--- src/crr_map.svh ---
// register indices, field positions, reset values and counts of the channel config block
`ifndef CRR_MAP_SVH
`define CRR_MAP_SVH
`define CRR_CTRL_IDX0      6'h06
`define CRR_CTRL_IDX1      6'h0E
`define CRR_CTRL_IDX2      6'h16
`define CRR_JA_IDX0        6'h07
`define CRR_JA_IDX1        6'h0F
`define CRR_JA_IDX2        6'h17
`define CRR_IRQ_STAT_IDX   6'h20
`define CRR_IRQ_MASK_IDX   6'h21
`define CRR_CTRL_RAIL_BIT  0
`define CRR_CTRL_RATE_BIT  1
`define CRR_CTRL_THIRD_BIT 2
`define CRR_CTRL_W         3
`define CRR_CTRL_RST       3'h0
`define CRR_JA_LOW_BIT     0
`define CRR_JA_TXPATH_BIT  1
`define CRR_JA_HIGH_BIT    2
`define CRR_JA_RESET_BIT   3
`define CRR_JA_RECOV_BIT   4
`define CRR_JA_W           5
`define CRR_JA_RST         5'h00
`define CRR_IRQ_RST        3'h0
`define CRR_EXZ_SLOW       3'h3
`define CRR_EXZ_E3         3'h4
`define CRR_SYNC_W         6
`endif

--- src/crr_pkg.sv ---
// types shared by the channel rate, rail and attenuator config block
package crr_pkg;
  typedef enum logic [1:0] {
    CRR_RATE_DS3,
    CRR_RATE_STS1,
    CRR_RATE_E3
  } crr_rate_t;
  typedef enum logic [1:0] {
    CRR_REG_NONE,
    CRR_REG_CTRL,
    CRR_REG_JA,
    CRR_REG_IRQ
  } crr_reg_kind_t;
endpackage

--- src/crr_channel_config.sv ---
// three-channel rate, rail-format and jitter-attenuator config with AHB-Lite registers
// Operation
// - third-rate bit clear: rate-select 0 gives DS3, 1 gives STS-1.
// - third-rate bit set: rate-select ignored, channel runs E3.
// - rail select 0 is dual-rail, 1 single-rail; resets to dual-rail.
// - single-rail: codec enabled, transmit data taken from one input.
// - single-rail: all receive data on positive output, negative flags violations.
// - dual-rail: codec disabled, transmit takes positive and negative inputs separately.
// - dual-rail: each received pulse drives matching output for one recovered period.
// - one 8-bit attenuator register per channel at 0x07/0x0F/0x17; bits 7-5 zero.
// - recovery-time bit 0 enables 50ms recovery mode; 1 disables it.
// - third-rate bit 1 gives E3, else DS3 or STS-1 by rate-select.
// - 0-to-1 write of attenuator reset bit clears FIFO pointers; software rewrites 0.
//
// Our own choice: the AHB-Lite slave port.
`timescale 1ns/10ps
`include "crr_map.svh"
module crr_channel_config
  import crr_pkg::*;
#(
  parameter int NCH = 3
) (
  input  wire logic              hclk,
  input  wire logic              hresetn,
  input  wire logic              hsel,
  input  wire logic [7:0]        haddr,
  input  wire logic [1:0]        htrans,
  input  wire logic              hwrite,
  input  wire logic [2:0]        hsize,
  input  wire logic [31:0]       hwdata,
  input  wire logic              hready,
  output logic      [31:0]       hrdata,
  output logic                   hreadyout,
  output logic                   hresp,
  input  wire logic [NCH-1:0]    rx_clk_in,
  input  wire logic [NCH-1:0]    line_rx_plus,
  input  wire logic [NCH-1:0]    line_rx_minus,
  input  wire logic [NCH-1:0]    tx_clk_in,
  input  wire logic [NCH-1:0]    tx_positive_data_in,
  input  wire logic [NCH-1:0]    tx_negative_data_in,
  output logic      [NCH-1:0]    rx_positive_out,
  output logic      [NCH-1:0]    rx_negative_or_violation_out,
  output logic      [NCH-1:0]    tx_line_pos_out,
  output logic      [NCH-1:0]    tx_line_neg_out,
  output logic      [NCH-1:0]    codec_enable,
  output logic      [2*NCH-1:0]  chan_rate,
  output logic      [2*NCH-1:0]  atten_cfg,
  output logic      [NCH-1:0]    atten_tx_path_select,
  output logic      [NCH-1:0]    atten_fifo_reset,
  output logic      [NCH-1:0]    aps_recovery_enable,
  output logic                   irq
);

  function automatic crr_reg_kind_t reg_kind(input logic [5:0] idx);
    if (idx == `CRR_CTRL_IDX0 || idx == `CRR_CTRL_IDX1 || idx == `CRR_CTRL_IDX2) begin
      return CRR_REG_CTRL;
    end else if (idx == `CRR_JA_IDX0 || idx == `CRR_JA_IDX1 || idx == `CRR_JA_IDX2) begin
      return CRR_REG_JA;
    end else if (idx == `CRR_IRQ_STAT_IDX || idx == `CRR_IRQ_MASK_IDX) begin
      return CRR_REG_IRQ;
    end else begin
      return CRR_REG_NONE;
    end
  endfunction

  function automatic logic [1:0] reg_chan(input logic [5:0] idx);
    if (idx == `CRR_CTRL_IDX1 || idx == `CRR_JA_IDX1) begin
      return 2'h1;
    end else if (idx == `CRR_CTRL_IDX2 || idx == `CRR_JA_IDX2) begin
      return 2'h2;
    end else begin
      return 2'h0;
    end
  endfunction

  logic                 ap_take;
  logic [5:0]           ap_idx;
  logic                 wr_pend_r;
  logic [5:0]           wr_idx_r;
  crr_reg_kind_t        wr_kind;
  logic [1:0]           wr_chan;
  logic [31:0]          hrdata_r;
  logic [2:0]           stat_r;
  logic [2:0]           mask_r;
  logic [NCH-1:0]       vio_evt;
  logic [3*NCH-1:0]     ctrl_all;
  logic [5*NCH-1:0]     ja_all;
  logic                 rd_stat;

  // hsize is not checked: only whole-word transfers are issued
  assign ap_take   = hsel & htrans[1] & hready;
  assign ap_idx    = haddr[7:2];
  assign wr_kind   = reg_kind(wr_idx_r);
  assign wr_chan   = reg_chan(wr_idx_r);
  assign rd_stat   = ap_take & ~hwrite & (ap_idx == `CRR_IRQ_STAT_IDX);
  // zero wait state: every access completes in its first data-phase cycle
  assign hreadyout = 1'b1;
  assign hresp     = 1'b0;
  assign hrdata    = hrdata_r;
  assign irq       = |(stat_r & mask_r);

  always_ff @(posedge hclk or negedge hresetn) begin
    if (!hresetn) begin
      wr_pend_r <= 1'b0;
      wr_idx_r  <= 6'h00;
    end else begin
      wr_pend_r <= ap_take & hwrite;
      if (ap_take) begin
        wr_idx_r <= ap_idx;
      end
    end
  end

  // read data is latched at the address phase so it stands through the data phase
  always_ff @(posedge hclk or negedge hresetn) begin
    if (!hresetn) begin
      hrdata_r <= 32'h0000_0000;
    end else if (ap_take && !hwrite) begin
      hrdata_r <= 32'h0000_0000;
      if (reg_kind(ap_idx) == CRR_REG_CTRL) begin
        hrdata_r[`CRR_CTRL_W-1:0] <= ctrl_all[3*reg_chan(ap_idx) +: 3];
      end else if (reg_kind(ap_idx) == CRR_REG_JA) begin
        hrdata_r[`CRR_JA_W-1:0] <= ja_all[5*reg_chan(ap_idx) +: 5];
      end else if (ap_idx == `CRR_IRQ_STAT_IDX) begin
        hrdata_r[2:0] <= stat_r;
      end else if (ap_idx == `CRR_IRQ_MASK_IDX) begin
        hrdata_r[2:0] <= mask_r;
      end
    end
  end

  // a violation in the same cycle as the clearing read survives
  always_ff @(posedge hclk or negedge hresetn) begin
    if (!hresetn) begin
      stat_r <= `CRR_IRQ_RST;
    end else begin
      stat_r <= (stat_r & ~{3{rd_stat}}) | vio_evt[2:0];
    end
  end

  always_ff @(posedge hclk or negedge hresetn) begin
    if (!hresetn) begin
      mask_r <= `CRR_IRQ_RST;
    end else if (wr_pend_r && wr_idx_r == `CRR_IRQ_MASK_IDX) begin
      mask_r <= hwdata[2:0];
    end
  end

  genvar i;
  generate
    for (i = 0; i < NCH; i++) begin : g_ch
      logic [`CRR_SYNC_W-1:0] s1_r;
      logic [`CRR_SYNC_W-1:0] s2_r;
      logic                   rclk_d_r;
      logic                   tclk_d_r;
      logic                   rx_edge;
      logic                   tx_edge;
      logic [2:0]             ctrl_r;
      logic [4:0]             ja_r;
      logic                   rst_pulse_r;
      logic                   rxp_r;
      logic                   rxn_r;
      logic                   txp_r;
      logic                   txn_r;
      logic                   last_pos_r;
      logic                   seen_pulse_r;
      logic [2:0]             zrun_r;
      logic                   tx_pol_r;
      logic                   evt_r;
      logic                   single;
      logic                   pulse_p;
      logic                   pulse_m;
      logic                   bpv;
      logic                   exz;
      logic [2:0]             exz_lim;
      logic                   wr_here;
      crr_rate_t              rate;

      always_ff @(posedge hclk or negedge hresetn) begin
        if (!hresetn) begin
          s1_r <= '0;
          s2_r <= '0;
        end else begin
          s1_r <= {tx_negative_data_in[i], tx_positive_data_in[i], tx_clk_in[i],
                   line_rx_minus[i], line_rx_plus[i], rx_clk_in[i]};
          s2_r <= s1_r;
        end
      end

      always_ff @(posedge hclk or negedge hresetn) begin
        if (!hresetn) begin
          rclk_d_r <= 1'b0;
          tclk_d_r <= 1'b0;
        end else begin
          rclk_d_r <= s2_r[0];
          tclk_d_r <= s2_r[3];
        end
      end

      assign rx_edge = s2_r[0] & ~rclk_d_r;
      assign tx_edge = s2_r[3] & ~tclk_d_r;
      assign pulse_p = s2_r[1];
      assign pulse_m = s2_r[2];
      assign wr_here = wr_pend_r && wr_chan == 2'(i);

      always_ff @(posedge hclk or negedge hresetn) begin
        if (!hresetn) begin
          ctrl_r <= `CRR_CTRL_RST;
        end else if (wr_here && wr_kind == CRR_REG_CTRL) begin
          ctrl_r <= hwdata[`CRR_CTRL_W-1:0];
        end
      end

      // pointer reset fires once per rising write; the bit stays set until software clears it
      always_ff @(posedge hclk or negedge hresetn) begin
        if (!hresetn) begin
          ja_r        <= `CRR_JA_RST;
          rst_pulse_r <= 1'b0;
        end else begin
          rst_pulse_r <= 1'b0;
          if (wr_here && wr_kind == CRR_REG_JA) begin
            ja_r        <= hwdata[`CRR_JA_W-1:0];
            rst_pulse_r <= hwdata[`CRR_JA_RESET_BIT] & ~ja_r[`CRR_JA_RESET_BIT];
          end
        end
      end

      assign single = ctrl_r[`CRR_CTRL_RAIL_BIT];
      always_comb begin
        if (ctrl_r[`CRR_CTRL_THIRD_BIT]) begin
          rate = CRR_RATE_E3;
        end else if (ctrl_r[`CRR_CTRL_RATE_BIT]) begin
          rate = CRR_RATE_STS1;
        end else begin
          rate = CRR_RATE_DS3;
        end
      end
      assign exz_lim = (rate == CRR_RATE_E3) ? `CRR_EXZ_E3 : `CRR_EXZ_SLOW;

      // decoder only flags line faults; substitution patterns are passed as marks
      assign bpv = seen_pulse_r & ((pulse_p & last_pos_r) | (pulse_m & ~last_pos_r));
      // compare against limit-1 because the run counter does not yet include the current zero
      assign exz = ~(pulse_p | pulse_m) & (zrun_r >= exz_lim - 3'h1);

      always_ff @(posedge hclk or negedge hresetn) begin
        if (!hresetn) begin
          rxp_r        <= 1'b0;
          rxn_r        <= 1'b0;
          last_pos_r   <= 1'b0;
          seen_pulse_r <= 1'b0;
          zrun_r       <= 3'h0;
          evt_r        <= 1'b0;
        end else begin
          evt_r <= 1'b0;
          if (rx_edge) begin
            if (single) begin
              rxp_r <= pulse_p | pulse_m;
              rxn_r <= bpv | exz;
              evt_r <= bpv | exz;
            end else begin
              rxp_r <= pulse_p;
              rxn_r <= pulse_m;
            end
            if (pulse_p | pulse_m) begin
              last_pos_r   <= pulse_p;
              seen_pulse_r <= 1'b1;
              zrun_r       <= 3'h0;
            end else if (zrun_r != 3'h7) begin
              zrun_r <= zrun_r + 3'h1;
            end
          end
        end
      end

      always_ff @(posedge hclk or negedge hresetn) begin
        if (!hresetn) begin
          txp_r    <= 1'b0;
          txn_r    <= 1'b0;
          tx_pol_r <= 1'b0;
        end else if (tx_edge) begin
          if (single) begin
            // alternate mark polarity from the one data input
            txp_r <= s2_r[4] & ~tx_pol_r;
            txn_r <= s2_r[4] & tx_pol_r;
            if (s2_r[4]) begin
              tx_pol_r <= ~tx_pol_r;
            end
          end else begin
            txp_r <= s2_r[4];
            txn_r <= s2_r[5];
          end
        end
      end

      assign ctrl_all[3*i +: 3]              = ctrl_r;
      assign ja_all[5*i +: 5]                = ja_r;
      assign vio_evt[i]                      = evt_r;
      assign rx_positive_out[i]              = rxp_r;
      assign rx_negative_or_violation_out[i] = rxn_r;
      assign tx_line_pos_out[i]              = txp_r;
      assign tx_line_neg_out[i]              = txn_r;
      assign codec_enable[i]                 = single;
      assign chan_rate[2*i +: 2]             = rate;
      assign atten_cfg[2*i +: 2]             = {ja_r[`CRR_JA_HIGH_BIT], ja_r[`CRR_JA_LOW_BIT]};
      assign atten_tx_path_select[i]         = ja_r[`CRR_JA_TXPATH_BIT];
      assign atten_fifo_reset[i]             = rst_pulse_r;
      assign aps_recovery_enable[i]          = ~ja_r[`CRR_JA_RECOV_BIT];
    end
  endgenerate
endmodule

--- config.mk ---
export PLATFORM = sky130hd
export DESIGN_NAME = crr_channel_config
export DESIGN_NICKNAME = d
export VERILOG_FILES = /design/src/crr_pkg.sv /design/src/crr_channel_config.sv
export VERILOG_INCLUDE_DIRS = /design/src
export SDC_FILE = /design/constraint.sdc
export NUM_CORES = 1
export LEC_CHECK = 0
export BUFFER_PORTS_ARGS = -buffer_cell sky130_fd_sc_hd__clkbuf_2
export CORE_ASPECT_RATIO = 1.25
export CORE_UTILIZATION = 40
export DETAILED_ROUTE_END_ITERATION = 10
export GPL_TIMING_DRIVEN = 0
export HOLD_SLACK_MARGIN = 0.08
export SLEW_MARGIN = 10
export SYNTH_ARGS = -nofsm -noshare
export SYNTH_HDL_FRONTEND = slang
export SYNTH_SLANG_ARGS = --single-unit
--- constraint.sdc ---
create_clock -name hclk -period 2.3 [get_ports hclk]
set_input_delay 0.23 -clock hclk [delete_from_list [all_inputs] [get_ports hclk]]
set_output_delay 0.23 -clock hclk [all_outputs]
set_load 0.01 [all_outputs]
==> impl_metrics.tcl <==
set metrics [dict create \
    status "completed" \
    dpl-instance-area_um2 5997 \
    grt.overflow.total 0 \
    fin_skew_ns 0.004612 \
    p_sw_mw 1.298 \
    ys.flop_type "dfrtp_1" \
    slowest_delay_ns 0.39 \
    r2r_slack_ns 0.55 \
    p_clk_share_pct 45.9 \
    synth_top_area_share_pct 56.99 \
    globalplace.congestion 0.7900 \
    numCtsBuffers 17 \
    slew_viol_final 0 \
    ant_nets 0 \
    syn_area_um2 5269 \
    place_ws_ns 0.5563 \
    holdCritStartpoint "haddr[7]" \
    rsz0062_at_grt "false" \
    tightest_slew_ns 0.4957 \
    die_h_um 130.3 \
    max_clock_freq_mhz 572.1 \
    ys_ff_latch 120 \
    start_util_pct 41.24 \
    grt_usage_pct 15.75 \
    via_per_inst 4.598 \
    r2r_end "g_ch[0].ja_r[2]" \
    finalPower_mw 5.499 \
    cp_max_fo 6 \
    insertedDiodeCount 0 \
    holdPathEnd "wr_idx_r[5]" \
    dp_hpwl_um 7080 \
    syn_avg_cell_area_um2 12.03 \
    cts_sinks 120 \
    synth-edff-count 0 \
    drt_wl_total_um 9968 \
    nFillCells 1146 \
    cts_tree "yes" \
    hold_path.class "in -> reg" \
    required_ns 2.58 \
    clockRootBuffer "clkbuf_16" \
    synth_top_cell_by_area "dfrtp_1" \
    areaGrowthSynthToFinish_pct 28.71 \
    setup_viol 0 \
    grt_antenna_before_repair 0 \
    syn_inst 438 \
    insertion_delay_ns 0.40 \
    peakVddDrop_mv 0.4912 \
    dr.pass1.iters 4 \
    worstPathCellList "nand4b_1 -> or2_4 -> nor3b_4 -> mux2_2" \
    seq_power_share_pct 43.5 \
    cp-end-kind "flip-flop" \
    regArea_um2 3003 \
    whs_ns 0.1168 \
    internal-power_mw 4.201 \
    drive_gt1_share_pct 37.82 \
    ios 139 \
    max_slew_margin_pct 66.83 \
    initialDrtViolationCount 147 \
    synth.area.top_cells "dfrtp_1 (57%), mux2_2 (9.0%), buf_4 (8.4%)" \
    yosysWarningCount 0 \
    crit_path_top_delay_cell "mux2_2" \
    crit_type "reg -> reg" \
    grt_pass1_vias 3456 \
    path_buf_inv 0 \
    max_cap_viol_count 0 \
    num_vias 3508 \
    post-route-period-util_pct 75.99 \
    worstPathArrival_ns 2.03 \
    finalHoldViolCount 0 \
    rows 46 \
    r2r_cells 4 \
    reg2reg_from "wr_idx_r[5]" \
    combPwrFrac_pct 10.6 \
    grt_max_degree 75 \
    coreArea_um2 12780 \
    htree_levels 4 \
    path_clk_slew_ns 0.05 \
    grt_pass1_wl_um 16620 \
    leakage_nw 3.394 \
    fin_cells 763 \
    power_switching_share_pct 23.60 \
    place_inst 710 \
    holdPathStages 2 \
    setup_tns_ns 0 \
    synth-async-reset-ratio_pct 100.0 \
    wire_per_inst_um 13.06 \
    cts_buffer_depth 2 \
    p_per_area_nw_per_um2 810.8 \
    final_core_util_pct 53.07 \
    layout_setup_ws_ns 0.5521 \
    multi_input_area_um2 1834 \
    drc_errors 0 \
    start_kind "flip-flop" \
    post-cts-setup-buffers 0 \
    cp_top_family "simple AND/OR/NAND/NOR gates" \
    seq_area_frac_synth_pct 56.99 \
    yosys.cell_types.count 46 \
    min_period_ns 1.748 \
    dieWidth_um 104.7 \
    port_buffers 76 \
    fp.dieArea_um2 13640 \
    fin_nets 659 \
    fin_area_um2 6782 \
]
## worst max path at each step
stage / startpoint / to / slack [ns] / cells past startpoint
2_1_floorplan: wr_idx_r[5] / g_ch[0].ja_r[0] / 0.74 / 4
3_3_place_gp: hresetn / g_ch[0].s1_r[0] / -0.76 / 1
3_5_place_dp: wr_idx_r[5] / g_ch[0].ja_r[2] / 0.56 / 4
4_1_cts: wr_idx_r[5] / g_ch[0].ja_r[2] / 0.55 / 4
5_1_grt: wr_idx_r[5] / g_ch[0].ja_r[2] / 0.47 / 4
6_report: wr_idx_r[5] / g_ch[0].ja_r[2] / 0.55 / 4
## cell type report
type	instances	share of cell area (%)
Clock buffer	20	6.587
Multi-Input combinational cell	265	27.05
Sequential cell	120	44.28
Inverter	11	0.6089
Buffer	69	7.251
Timing Repair Buffer	98	9.244
Clock inverter	12	1.882
Tap cell	168	3.100
## sequential cells by signal, indices dropped and copies added (netlist names)
signal             flops
g_ch.s1_r             18
g_ch.s2_r             18
g_ch.ja_r             15
g_ch.ctrl_r            9
g_ch.zrun_r            9
wr_idx_r               6
hrdata                 5
g_ch.evt_r             3
g_ch.last_pos_r        3
g_ch.rclk_d_r          3
g_ch.rst_pulse_r       3
g_ch.rxn_r             3
g_ch.rxp_r             3
g_ch.seen_pulse_r      3
g_ch.tclk_d_r          3
g_ch.tx_pol_r          3
g_ch.txn_r             3
g_ch.txp_r             3
mask_r                 3
stat_r                 3
wr_pend_r              1
## repair_timing
action | 4_1_cts | 5_1_grt
hold buffers | 21 | 0
resized for setup | 0 | 0
hold endpoints to repair | 68 | 0
## power groups by stage
stage / Combinational (mW) / Sequential (mW) / Clock [mW]
floorplan: 0.364 / 2.40 / 0
global placement: 0.541 / 2.42 / 0
detailed placement: 0.562 / 2.43 / 0
CTS: 0.593 / 2.39 / 2.59
global route: 0.652 / 2.41 / 2.68
finish: 0.583 / 2.39 / 2.52
## synthesized netlist by cell type (all sizes together) (6+ instances only)
cell and n:
a21o 6, a21oi 6, a22o 11, and3 6
buf 63, clkbuf 6, dfrtp 120, ha 9
inv 11, mux2 42, nand2 36, nand2b 12
nand3 7, nor2 11, nor2b 11, nor3 9
o21ai 20
## routing by layer
layer  GRT usage, %  up-vias  part of all wire [%]
li1               -     1727                     -
met2          27.11       89                    51
met5              0        -                     0
met4          6.545        0                   1.2
met3          3.596       13                   4.4
met1          19.19     1679                    43
## layout by cell type (no fill, tap or decap), drive strengths merged, types with 7 or more instances in the layout
cell,instances
dfrtp,120
clkbuf,102
buf,64
mux2,42
nand2,36
conb,29
dlygate4sd3,21
o21ai,20
nand2b,12
nor2b,11
inv,11
a22o,11
nor2,11
ha,9
nor3,9
nand3,7
## cell families (layout without fill, tap and decap cells)
family / count (synthesis) / after routing / share of synthesized area, %
DFF: 120 / 120 / 56.99
xor gates and xnor gates: 3 / 3 / 0.4988
and+or+nand+nor: 118 / 118 / 12.71
other: 2 / 29 / 0.1425
adders and majority gates: 9 / 9 / 2.137
AOI/OAI and AO/OA: 64 / 64 / 8.431
muxes: 42 / 42 / 8.976
buffers and inverters: 80 / 210 / 10.12
(Power assumes the default switching activity.)
